[src/verilog/switch_port_pkg.sv]
// Purpose: Shared constants for the switch host port and serial lane block
// Assumes: One 10 MHz core clock; all pins are asynchronous to it
// Notes: Map pages are selected by address bits 11:4, lane by bits 3:0
package switch_port_pkg;
  localparam int LANES = 16;
  localparam int ADDR_W = 12;
  localparam int DATA_W = 16;
  localparam int LANE_W = 4;
  localparam int FRAME_CNT_W = 10;
  localparam int FIFO_DEPTH = 32;
  // Core clock period and the host timing figures the far side keeps
  localparam int CLK_PERIOD_NS = 100;
  localparam int RESET_HOLD_US = 1000;
  localparam int FIRST_ACCESS_US = 600;
  localparam int FIRST_ACCESS_CYC = (FIRST_ACCESS_US * 1000) / CLK_PERIOD_NS;
  // Lane rate codes held in bits 2:0 of each lane control word
  localparam logic [2:0] RATE_2M = 3'h0;
  localparam logic [2:0] RATE_4M = 3'h1;
  localparam logic [2:0] RATE_8M = 3'h2;
  // Slot index shift per rate: 32, 64 or 128 channels in one frame
  localparam logic [1:0] SHIFT_2M = 2'h2;
  localparam logic [1:0] SHIFT_4M = 2'h1;
  localparam logic [1:0] SHIFT_8M = 2'h0;
  // Address pages (address bits 11:4) and single-word addresses
  localparam logic [7:0] IN_CTRL_PAGE = 8'h00;
  localparam logic [7:0] OUT_CTRL_PAGE = 8'h01;
  localparam logic [7:0] CONN_PAGE = 8'h10;
  localparam logic [11:0] DATA_MEM_ADDR = 12'h020;
  localparam logic [11:0] STATUS_ADDR = 12'h021;
  localparam logic [11:0] CAPTURE_ADDR = 12'h022;
  // Field positions
  localparam int CONN_FLOAT_BIT = 8;
  localparam int CAP_EN_BIT = 4;
  localparam int STAT_VALID_BIT = 0;
  localparam int STAT_OVF_BIT = 1;
  localparam logic [2:0] LAST_BIT = 3'h7;
  localparam logic [15:0] REG_RESET = 16'h0000;
endpackage

[src/verilog/sample_fifo.sv]
// Purpose: Synchronous FIFO with valid/ready on both sides
// Assumes: Single clock, synchronous active-high reset
// Notes: Read data come from a register that always shows the head entry
`timescale 1ns/100ps
module sample_fifo #(
  parameter int WIDTH = 16,
  parameter int DEPTH = 32
) (
  input wire logic core_clk_in,
  input wire logic rst_in,
  input wire logic in_valid_in,
  output logic in_ready_out,
  input wire logic [WIDTH-1:0] in_data_in,
  output logic out_valid_out,
  input wire logic out_ready_in,
  output logic [WIDTH-1:0] out_data_out
);
  localparam int PW = $clog2(DEPTH);
  logic [WIDTH-1:0] mem_r [DEPTH];
  logic [PW-1:0] wr_ptr_r, wr_ptr_nxt, rd_ptr_r, rd_ptr_nxt;
  logic [PW:0] count_r, count_nxt;
  logic [WIDTH-1:0] head_r, head_nxt;
  logic push, pop;

  // Honest full and empty flags
  assign in_ready_out = (count_r != DEPTH[PW:0]);
  assign out_valid_out = (count_r != '0);
  assign out_data_out = head_r;
  assign push = in_valid_in & in_ready_out;
  assign pop = out_ready_in & out_valid_out;

  // Pointer, count and head-of-queue next values
  always_comb begin
    wr_ptr_nxt = push ? wr_ptr_r + 1'b1 : wr_ptr_r;
    rd_ptr_nxt = pop ? rd_ptr_r + 1'b1 : rd_ptr_r;
    count_nxt = count_r + {{PW{1'b0}}, push} - {{PW{1'b0}}, pop};
    // Write-through when the new head is being written this cycle
    head_nxt = (push && (wr_ptr_r == rd_ptr_nxt)) ? in_data_in : mem_r[rd_ptr_nxt];
  end

  always_ff @(posedge core_clk_in) begin
    if (rst_in) begin
      wr_ptr_r <= '0;
      rd_ptr_r <= '0;
      count_r <= '0;
      head_r <= '0;
    end else begin
      wr_ptr_r <= wr_ptr_nxt;
      rd_ptr_r <= rd_ptr_nxt;
      count_r <= count_nxt;
      head_r <= head_nxt;
    end
  end

  // Storage array
  always_ff @(posedge core_clk_in) begin
    if (push) begin
      mem_r[wr_ptr_r] <= in_data_in;
    end
  end
endmodule // sample_fifo

[src/verilog/switch_host_port.sv]
// Purpose: Host port, lane rate control, float indicators and serial lanes
// Assumes: Pins are asynchronous and pass two flip-flops before use
// Notes: One tick of the lane bit clock equals one bit time at the top rate
// Functional notes
// - Floated lane slot drives float flag high
// - Driving lane slot drives float flag low
// - Sixteen-bit two-way host data bus
// - Acknowledge low marks completed transfer, else floats
// - Direction input chooses read or write
// - Access only while strobe and select low
// - Twelve-bit address picks memories and registers
// - Each input lane has its own rate control
// - Lanes carry 32, 64 or 128 channels
// - Reset pin floats lanes, flags forced high
// - Reset clears registers and counters
// - Drive gate low floats lanes, flags high
// - Register, connection read/write; data memory read-only
`timescale 1ns/100ps
module switch_host_port (
  input wire logic core_clk_in,
  input wire logic rst_in,
  input wire logic reset_n_in,
  input wire logic stream_output_drive_gate_in,
  input wire logic lane_clk_in,
  input wire logic frame_pulse_n_in,
  input wire logic select_n_in,
  input wire logic strobe_n_in,
  input wire logic read_not_write_in,
  input wire logic [11:0] host_address_lines_in,
  input wire logic [15:0] host_data_lines_in,
  output logic [15:0] host_data_lines_out,
  output logic host_data_lines_oe_n_out,
  output logic transfer_acknowledge_n_out,
  output logic transfer_acknowledge_n_oe_n_out,
  input wire logic [15:0] serial_input_lane_in,
  output logic [15:0] serial_out_lane_out,
  output logic [15:0] serial_out_lane_oe_n_out,
  output logic [15:0] output_float_flag_out
);
  localparam int N = switch_port_pkg::LANES;
  localparam int SW = 7 + switch_port_pkg::ADDR_W + 2 * switch_port_pkg::DATA_W;

  typedef enum logic [1:0] {
    ST_IDLE = 2'b01,
    ST_ACK = 2'b10
  } host_state_type;

  logic [SW-1:0] meta_r, sync_r, pin_vec;
  logic ck_s, fp_n_s, reset_n_s, gate_s, cs_n_s, ds_n_s, rw_s;
  logic [11:0] addr_s;
  logic [15:0] din_s;
  logic [15:0] lane_s;
  logic ck_d_r, tick;
  logic dev_rst;
  logic [switch_port_pkg::FRAME_CNT_W-1:0] frame_r, frame_nxt;
  host_state_type state_r, state_nxt;
  logic [15:0] dout_r, dout_nxt;
  logic doe_n_r, doe_n_nxt, ack_oe_n_r, ack_oe_n_nxt;
  logic wr_en, pop, access;
  logic [15:0] in_ctrl_r [N];
  logic [15:0] out_ctrl_r [N];
  logic [15:0] conn_r [N];
  logic [N-1:0] done_w;
  logic [7:0] byte_w [N];
  logic [6:0] chan_w [N];
  logic [15:0] cap_r, cap_nxt;
  logic ovf_r, ovf_nxt;
  logic push, fifo_ready, fifo_valid;
  logic [15:0] fifo_data;
  logic [3:0] cap_lane;
  logic [15:0] rd_mux;

  // Two-stage synchroniser for every pin
  assign pin_vec = {lane_clk_in, frame_pulse_n_in, reset_n_in, stream_output_drive_gate_in,
                    select_n_in, strobe_n_in, read_not_write_in, host_address_lines_in,
                    host_data_lines_in, serial_input_lane_in};
  always_ff @(posedge core_clk_in) begin
    meta_r <= pin_vec;
    sync_r <= meta_r;
  end
  assign {ck_s, fp_n_s, reset_n_s, gate_s, cs_n_s, ds_n_s, rw_s, addr_s, din_s, lane_s} = sync_r;

  // Device reset from the core reset or the reset pin
  assign dev_rst = rst_in | ~reset_n_s;
  assign tick = ck_s & ~ck_d_r;

  // Frame slot counter restarted by the frame pulse
  always_comb begin
    frame_nxt = frame_r;
    if (tick) begin
      frame_nxt = fp_n_s ? frame_r + 1'b1 : '0;
    end
  end

  always_ff @(posedge core_clk_in) begin
    if (dev_rst) begin
      ck_d_r <= 1'b1; // No false tick if the lane clock idles high
      frame_r <= '0;
    end else begin
      ck_d_r <= ck_s;
      frame_r <= frame_nxt;
    end
  end

  // Address decode and read data selection
  assign access = ~cs_n_s & ~ds_n_s;
  always_comb begin
    rd_mux = switch_port_pkg::REG_RESET;
    unique case (addr_s[11:4])
      switch_port_pkg::IN_CTRL_PAGE: rd_mux = in_ctrl_r[addr_s[3:0]];
      switch_port_pkg::OUT_CTRL_PAGE: rd_mux = out_ctrl_r[addr_s[3:0]];
      switch_port_pkg::CONN_PAGE: rd_mux = conn_r[addr_s[3:0]];
      default: begin
        if (addr_s == switch_port_pkg::DATA_MEM_ADDR) begin
          rd_mux = fifo_valid ? fifo_data : switch_port_pkg::REG_RESET; // Empty queue reads 0
        end else if (addr_s == switch_port_pkg::STATUS_ADDR) begin
          rd_mux[switch_port_pkg::STAT_VALID_BIT] = fifo_valid;
          rd_mux[switch_port_pkg::STAT_OVF_BIT] = ovf_r;
        end else if (addr_s == switch_port_pkg::CAPTURE_ADDR) begin
          rd_mux = cap_r;
        end
      end
    endcase
  end

  // Host access sequencer
  always_comb begin
    state_nxt = state_r;
    dout_nxt = dout_r;
    doe_n_nxt = doe_n_r;
    ack_oe_n_nxt = ack_oe_n_r;
    wr_en = 1'b0;
    pop = 1'b0;
    unique case (state_r)
      ST_IDLE: begin
        if (access) begin
          if (rw_s) begin
            dout_nxt = rd_mux;
            doe_n_nxt = 1'b0;
            pop = (addr_s == switch_port_pkg::DATA_MEM_ADDR) & fifo_valid;
          end else begin
            wr_en = 1'b1;
          end
          ack_oe_n_nxt = 1'b0;
          state_nxt = ST_ACK;
        end
      end
      ST_ACK: begin
        if (!access) begin
          doe_n_nxt = 1'b1;
          ack_oe_n_nxt = 1'b1;
          state_nxt = ST_IDLE;
        end
      end
    endcase
  end

  always_ff @(posedge core_clk_in) begin
    if (dev_rst) begin
      state_r <= ST_IDLE;
      dout_r <= switch_port_pkg::REG_RESET;
      doe_n_r <= 1'b1;
      ack_oe_n_r <= 1'b1;
    end else begin
      state_r <= state_nxt;
      dout_r <= dout_nxt;
      doe_n_r <= doe_n_nxt;
      ack_oe_n_r <= ack_oe_n_nxt;
    end
  end

  // Capture selection and sticky overflow; a new overflow beats the clear
  assign cap_lane = cap_r[3:0];
  assign push = done_w[cap_lane] & cap_r[switch_port_pkg::CAP_EN_BIT];
  always_comb begin
    cap_nxt = cap_r;
    ovf_nxt = ovf_r;
    if (wr_en && addr_s == switch_port_pkg::CAPTURE_ADDR) begin
      cap_nxt = din_s;
    end
    if (wr_en && addr_s == switch_port_pkg::STATUS_ADDR && din_s[switch_port_pkg::STAT_OVF_BIT]) begin
      ovf_nxt = 1'b0;
    end
    if (push && !fifo_ready) begin
      ovf_nxt = 1'b1;
    end
  end

  always_ff @(posedge core_clk_in) begin
    if (dev_rst) begin
      cap_r <= switch_port_pkg::REG_RESET;
      ovf_r <= 1'b0;
    end else begin
      cap_r <= cap_nxt;
      ovf_r <= ovf_nxt;
    end
  end

  // Per-lane control words, input shifter and output slot driver
  for (genvar i = 0; i < N; i++) begin : g_lane
    logic [15:0] ic_nxt, oc_nxt, cm_nxt;
    logic [7:0] ish_r, ish_nxt;
    logic so_r, so_nxt, soe_n_r, soe_n_nxt, flt_r, flt_nxt;
    logic [1:0] ish_amt, osh_amt;
    logic [switch_port_pkg::FRAME_CNT_W-1:0] islot, oslot;
    logic istep, ostep;

    // Rate code to slot shift; unknown codes run at the lowest rate
    always_comb begin
      unique case (in_ctrl_r[i][2:0])
        switch_port_pkg::RATE_8M: ish_amt = switch_port_pkg::SHIFT_8M;
        switch_port_pkg::RATE_4M: ish_amt = switch_port_pkg::SHIFT_4M;
        default: ish_amt = switch_port_pkg::SHIFT_2M;
      endcase
      unique case (out_ctrl_r[i][2:0])
        switch_port_pkg::RATE_8M: osh_amt = switch_port_pkg::SHIFT_8M;
        switch_port_pkg::RATE_4M: osh_amt = switch_port_pkg::SHIFT_4M;
        default: osh_amt = switch_port_pkg::SHIFT_2M;
      endcase
    end

    // Slot index: 32, 64 or 128 channels of eight bits per frame
    assign islot = frame_r >> ish_amt;
    assign oslot = frame_r >> osh_amt;
    assign istep = tick & ((frame_r & ((10'h1 << ish_amt) - 10'h1)) == '0);
    assign ostep = tick & ((frame_r & ((10'h1 << osh_amt) - 10'h1)) == '0);
    assign done_w[i] = istep & (islot[2:0] == switch_port_pkg::LAST_BIT);
    assign byte_w[i] = {ish_r[6:0], lane_s[i]};
    assign chan_w[i] = islot[9:3];

    always_comb begin
      ic_nxt = in_ctrl_r[i];
      oc_nxt = out_ctrl_r[i];
      cm_nxt = conn_r[i];
      if (wr_en && addr_s[3:0] == 4'(i)) begin
        if (addr_s[11:4] == switch_port_pkg::IN_CTRL_PAGE) ic_nxt = din_s;
        if (addr_s[11:4] == switch_port_pkg::OUT_CTRL_PAGE) oc_nxt = din_s;
        if (addr_s[11:4] == switch_port_pkg::CONN_PAGE) cm_nxt = din_s;
      end
      ish_nxt = istep ? byte_w[i] : ish_r;
      so_nxt = ostep ? conn_r[i][switch_port_pkg::LAST_BIT - oslot[2:0]] : so_r;
      // Drive only when the gate pin is high and the slot is not floated
      if (!gate_s || conn_r[i][switch_port_pkg::CONN_FLOAT_BIT]) begin
        soe_n_nxt = 1'b1;
        flt_nxt = 1'b1;
      end else begin
        soe_n_nxt = 1'b0;
        flt_nxt = 1'b0;
      end
    end

    always_ff @(posedge core_clk_in) begin
      if (dev_rst) begin
        in_ctrl_r[i] <= switch_port_pkg::REG_RESET;
        out_ctrl_r[i] <= switch_port_pkg::REG_RESET;
        conn_r[i] <= switch_port_pkg::REG_RESET;
        ish_r <= '0;
        so_r <= 1'b0;
        soe_n_r <= 1'b1;
        flt_r <= 1'b1;
      end else begin
        in_ctrl_r[i] <= ic_nxt;
        out_ctrl_r[i] <= oc_nxt;
        conn_r[i] <= cm_nxt;
        ish_r <= ish_nxt;
        so_r <= so_nxt;
        soe_n_r <= soe_n_nxt;
        flt_r <= flt_nxt;
      end
    end

    assign serial_out_lane_out[i] = so_r;
    assign serial_out_lane_oe_n_out[i] = soe_n_r;
    assign output_float_flag_out[i] = flt_r;
  end

  // Captured channel bytes queue up for data memory reads
  sample_fifo #(
    .WIDTH(16),
    .DEPTH(switch_port_pkg::FIFO_DEPTH)
  ) u_fifo (
    .core_clk_in(core_clk_in),
    .rst_in(dev_rst),
    .in_valid_in(push),
    .in_ready_out(fifo_ready),
    .in_data_in({1'b1, chan_w[cap_lane], byte_w[cap_lane]}),
    .out_valid_out(fifo_valid),
    .out_ready_in(pop),
    .out_data_out(fifo_data)
  );

  assign host_data_lines_out = dout_r;
  assign host_data_lines_oe_n_out = doe_n_r;
  assign transfer_acknowledge_n_out = ack_oe_n_r; // Driven level is low while acknowledging
  assign transfer_acknowledge_n_oe_n_out = ack_oe_n_r;
endmodule // switch_host_port

[config.mk]
export PLATFORM = sky130hd
export DESIGN_NAME = switch_host_port
export DESIGN_NICKNAME = d
export VERILOG_FILES = /design/src/verilog/switch_port_pkg.sv /design/src/verilog/sample_fifo.sv /design/src/verilog/switch_host_port.sv
export SDC_FILE = /design/constraint.sdc
export NUM_CORES = 2
export LEC_CHECK = 0
export ABC_AREA = 1
export BUFFER_PORTS_ARGS = -buffer_cell sky130_fd_sc_hd__buf_4
export CAP_MARGIN = 30
export CORE_MARGIN = 10
export CORE_UTILIZATION = 50
export DETAILED_ROUTE_END_ITERATION = 8
export GPL_ROUTABILITY_DRIVEN = 0
export PLACE_DENSITY = 0.66
export SLEW_MARGIN = 20
export SYNTH_ARGS = -nofsm -noshare
export SYNTH_HDL_FRONTEND = slang
export SYNTH_HIERARCHICAL = 1
export SYNTH_SLANG_ARGS = --single-unit
[constraint.sdc]
create_clock -name core_clk_in -period 4.3 [get_ports core_clk_in]
set_input_delay 0.86 -clock core_clk_in [delete_from_list [all_inputs] [get_ports core_clk_in]]
set_output_delay 0.86 -clock core_clk_in [all_outputs]
set_load 0.005 [all_outputs]
==> flow_metrics.py <==
metrics = {
    "floorplan": {
        "core_mm2": 0.142,
        "io_pins": 120,
        "die_y_um": 398,
        "initial_core_util": 0.503,
        "dieArea_mm2": 0.158,
        "die_x_um": 398,
        "rows": 138,
    },
    "place": {
        "io_buffers": 119,
        "post_dp_cell_area_mm2": 0.0739,
        "dp.cells": 10200,
        "hpwl_mm": 143,
    },
    "sta": {
        "finalClockSkew_ns": 0.0315,
        "timing.fmax_mhz": 261,
        "fin_crit_sh": 0.889,
        "grt_setup_unrepaired": "no",
        "slew_viol_final": 0,
        "tightestPinTransition_ns": 1.16,
        "period_needed_ns": 3.82,
        "hold_viol": 0,
        "setup_viol": 0,
        "slew-limit-headroom": 0.227,
        "tns_ns": 0,
    },
    "worst_setup_path": {
        "r2r_start": "sync_r[43]",
        "crit_fanout": 43,
        "startpoint_type": "register",
        "r2r-end": "u_fifo/out_data_out[8]",
        "worstPathArrival_ns": 4.58,
        "required_ns": 5.06,
        "r2r_slack_ns": 0.48,
        "startpoint": "sync_r[43]",
        "crit_path_end_kind": "register",
        "worst-setup-path-type": "reg -> reg",
        "crit_path_end": "u_fifo/out_data_out[8]",
        "ff2ff_path_depth": 21,
    },
    "final_layout": {
        "fin_cells": 10600,
        "layout.nets": 8612,
        "syn2layout_area_growth_pct": 11.7,
        "drive_gt1_frac": 0.0927,
        "fill_cells": 12700,
        "final_cell_area_mm2": 0.0796,
    },
    "power": {
        "intPower_mw": 24.5,
        "p_switching_mw": 7.10,
        "seqPwrFrac": 0.497,
        "power_mw": 31.6,
        "p_per_area_mw_per_mm2": 397,
        "p_leak_nw": 31.5,
        "switching_share": 0.225,
        "vdd_drop_max_v": 0.000335,
        "combPwrFrac": 0.030,
        "p_clk_frac": 0.474,
    },
    "global_routing": {
        "grt_pass1_vias": 58800,
        "gr-total-overflow": 0,
        "grt_pass1_wl_mm": 353,
        "grt_max_degree": 274,
        "track_usage": 0.282,
        "antenna_found_initial": 6,
    },
    "synth": {
        "synth_fa_ha_area_frac": 0.00572,
        "synth-async-reset-ratio": 0,
        "synth_edf_count": 512,
        "synthCells": 8692,
        "synthDistinctLibCells": 58,
        "synth_top_family_by_area": "compound AO/OA/AOI/OAI gates",
        "synth_compound_area_frac": 0.207,
        "synth_xor_area_frac": 0.000491,
        "yosysTopAreaCell": "dfxtp_1",
        "synth_seq_cells": 1605,
        "synthMuxAreaShare": 0,
        "syn_area_per_cell_um2": 8.20,
        "synth-simple-area-share": 0.183,
        "synth_top_area_frac": 0.307,
        "yosys_warnings": 6,
        "synthFlopType": "dfxtp_1",
        "netlist_area_mm2": 0.0713,
        "ys_seq_area_frac": 0.523,
        "yosys-top-cells-area": "dfxtp_1, edfxtp_1, o21ai_0",
    },
    "outcome": {
        "outcome": "completed",
    },
    "route": {
        "vias": 63400,
        "routed_wl_mm": 231,
        "ant_nets": 0,
        "viasPerCell": 6.00,
        "wl_per_cell_um": 21.9,
        "drt_pass1_iterations": 6,
        "drtIter0Drc": 7935,
        "drc": 0,
    },
    "job": {
        "max_cap_violations": 0,
    },
    "clock_network": {
        "cts.repair.resized": 0,
        "clkSinkCount": 1605,
        "cts_tree": "built",
        "cts_inserted_buffers": 167,
        "ctsHoldBuffers": 0,
        "cts_root_buffer": "clkbuf_16",
        "clk_latency_ns": 0.82,
        "cts_setup_buffers": 0,
        "path_clk_slew_ns": 0.06,
        "htreeDepth": 4,
        "clk_path_buf_depth": 3,
    },
    "worst_hold_path": {
        "min_path_type": "in -> reg",
    },
}
==> how the worst min path moves through the flow <==
stage,from,endpoint,depth (start not counted)
final,serial_input_lane_in[11],meta_r[11],1
after global routing,serial_input_lane_in[11],meta_r[11],1
after CTS,serial_input_lane_in[11],meta_r[11],1
after detailed placement,meta_r[11],sync_r[11],0
after global placement,meta_r[12],sync_r[12],0
after floorplan,meta_r[0],sync_r[0],0
==> registers in the layout, summed over array words and instances, names as in the netlist <==
register,cells
state_r,2
conn_r,256
u_fifo/mem_r,512
ovf_r,1
u_fifo/rd_ptr_r,5
u_fifo/out_data_out,16
u_fifo/wr_ptr_r,5
meta_r,51
cap_r,16
u_fifo/count_r,6
host_data_lines_out,16
frame_r,10
g_lane.so_r,16
out_ctrl_r,256
sync_r,51
in_ctrl_r,256
g_lane.flt_r,16
ck_d_r,1
host_data_lines_oe_n_out,1
g_lane.ish_r,112
==> cell families (layout without fill, tap and decap cells) <==
group           Yosys count  count (layout)
other cells               2              67
compound gates         2690            2690
buf+inv                1402            1317
flops                  1605            1605
simple gates           2957            2957
xor+xnor                  4               4
fa+ha+maj                32              32
==> placed cells by master, fill, tap and decap left out, types with 15 or more instances in the layout <==
| cell type | instances |
|---|---|
| a21oi_1 | 897 |
| a221oi_1 | 38 |
| a22oi_1 | 141 |
| a31oi_1 | 71 |
| buf_12 | 33 |
| buf_4 | 327 |
| clkbuf_1 | 22 |
| clkbuf_16 | 171 |
| clkbuf_8 | 26 |
| clkinv_1 | 15 |
| clkinv_2 | 37 |
| conb_1 | 65 |
| dfxtp_1 | 1088 |
| edfxtp_1 | 512 |
| ha_1 | 31 |
| inv_1 | 599 |
| inv_2 | 34 |
| nand2_1 | 1294 |
| nand3_1 | 921 |
| nand3_2 | 22 |
| nand3b_1 | 54 |
| nand4_1 | 30 |
| nor2_1 | 508 |
| nor2_2 | 36 |
| nor2_4 | 19 |
| nor3_1 | 31 |
| o211ai_1 | 69 |
| o21ai_0 | 992 |
| o21ai_1 | 242 |
| o221ai_1 | 49 |
| o22ai_1 | 143 |
| or2_2 | 19 |
==> per-stage QoR <==
step            util  hold WS, ns  setup WS (ns)
2_1_floorplan      -        0.310          0.728
3_3_place_gp   0.520        0.310          0.461
3_5_place_dp   0.522        0.312          0.510
4_1_cts        0.562       0.0961          0.479
5_1_grt        0.562        0.113          0.196
6_report       0.562        0.140          0.475
==> cells in the mapped netlist (7+ instances only) <==
master	n
o311ai_0	7
nor2_2	21
clkbuf_1	444
a31oi_1	72
o22ai_1	143
o31ai_1	9
edfxtp_1	512
a22oi_1	141
nand3b_1	54
dfxtp_1	1093
nor3_1	33
nor2_1	527
o21ai_0	994
nand3_1	921
o211ai_1	69
nand3_2	23
a21oi_1	898
o21ai_1	242
nor2_4	15
inv_2	22
or2_2	19
buf_1	44
o2111ai_1	12
a221oi_1	38
inv_1	616
nand2_1	1297
nand4_1	30
ha_1	31
buf_4	70
buf_2	198
o221ai_1	49
==> per-layer routing <==
layer | GRT usage | part of all wire
met1 | 0.375 | 0.41
met2 | 0.449 | 0.45
met3 | 0.0524 | 0.094
met4 | 0.119 | 0.042
met5 | 0 | 0.00018
==> final cells by class <==
type	instances	area, um2	share of cell area
Antenna cell	2	5.00	0.0000629
Clock buffer	221	4730	0.0594
Clock inverter	91	972	0.0122
Inverter	641	2420	0.0304
Multi-Input combinational cell	5748	28600	0.360
Sequential cell	1605	37300	0.468
Tap cell	1890	2360	0.0297
Timing Repair Buffer	364	3210	0.0403
==> worst max-delay path, cell delays in order (launching register included) <==
cell and delay (ns):
dfxtp_1 0.29, or2_1 0.21, nor2_1 0.20, nand2_1 0.16
nor2_1 0.12, buf_4 0.17, nand2_1 0.15, nor4_1 0.28
buf_4 0.21, nand2_4 0.10, inv_4 0.15, nand2_1 0.11
nand2_4 0.30, buf_12 0.30, nand3_1 0.10, nand3_1 0.08
nand3_1 0.25, nand2_1 0.25, nand2_1 0.10, nand3_1 0.10
nand2_1 0.06, inv_1 0.04
==> power groups by stage <==
stage	Combinational, mW	Clock [mW]	Sequential [mW]
after CTS	0.900	15.1	15.7
after global routing	0.976	15.8	15.7
after global placement	0.870	0	16.0
final	0.935	15.0	15.7
after floorplan	0.510	0	16.0
after detailed placement	0.899	0	16.0
(Power assumes the default switching activity.)
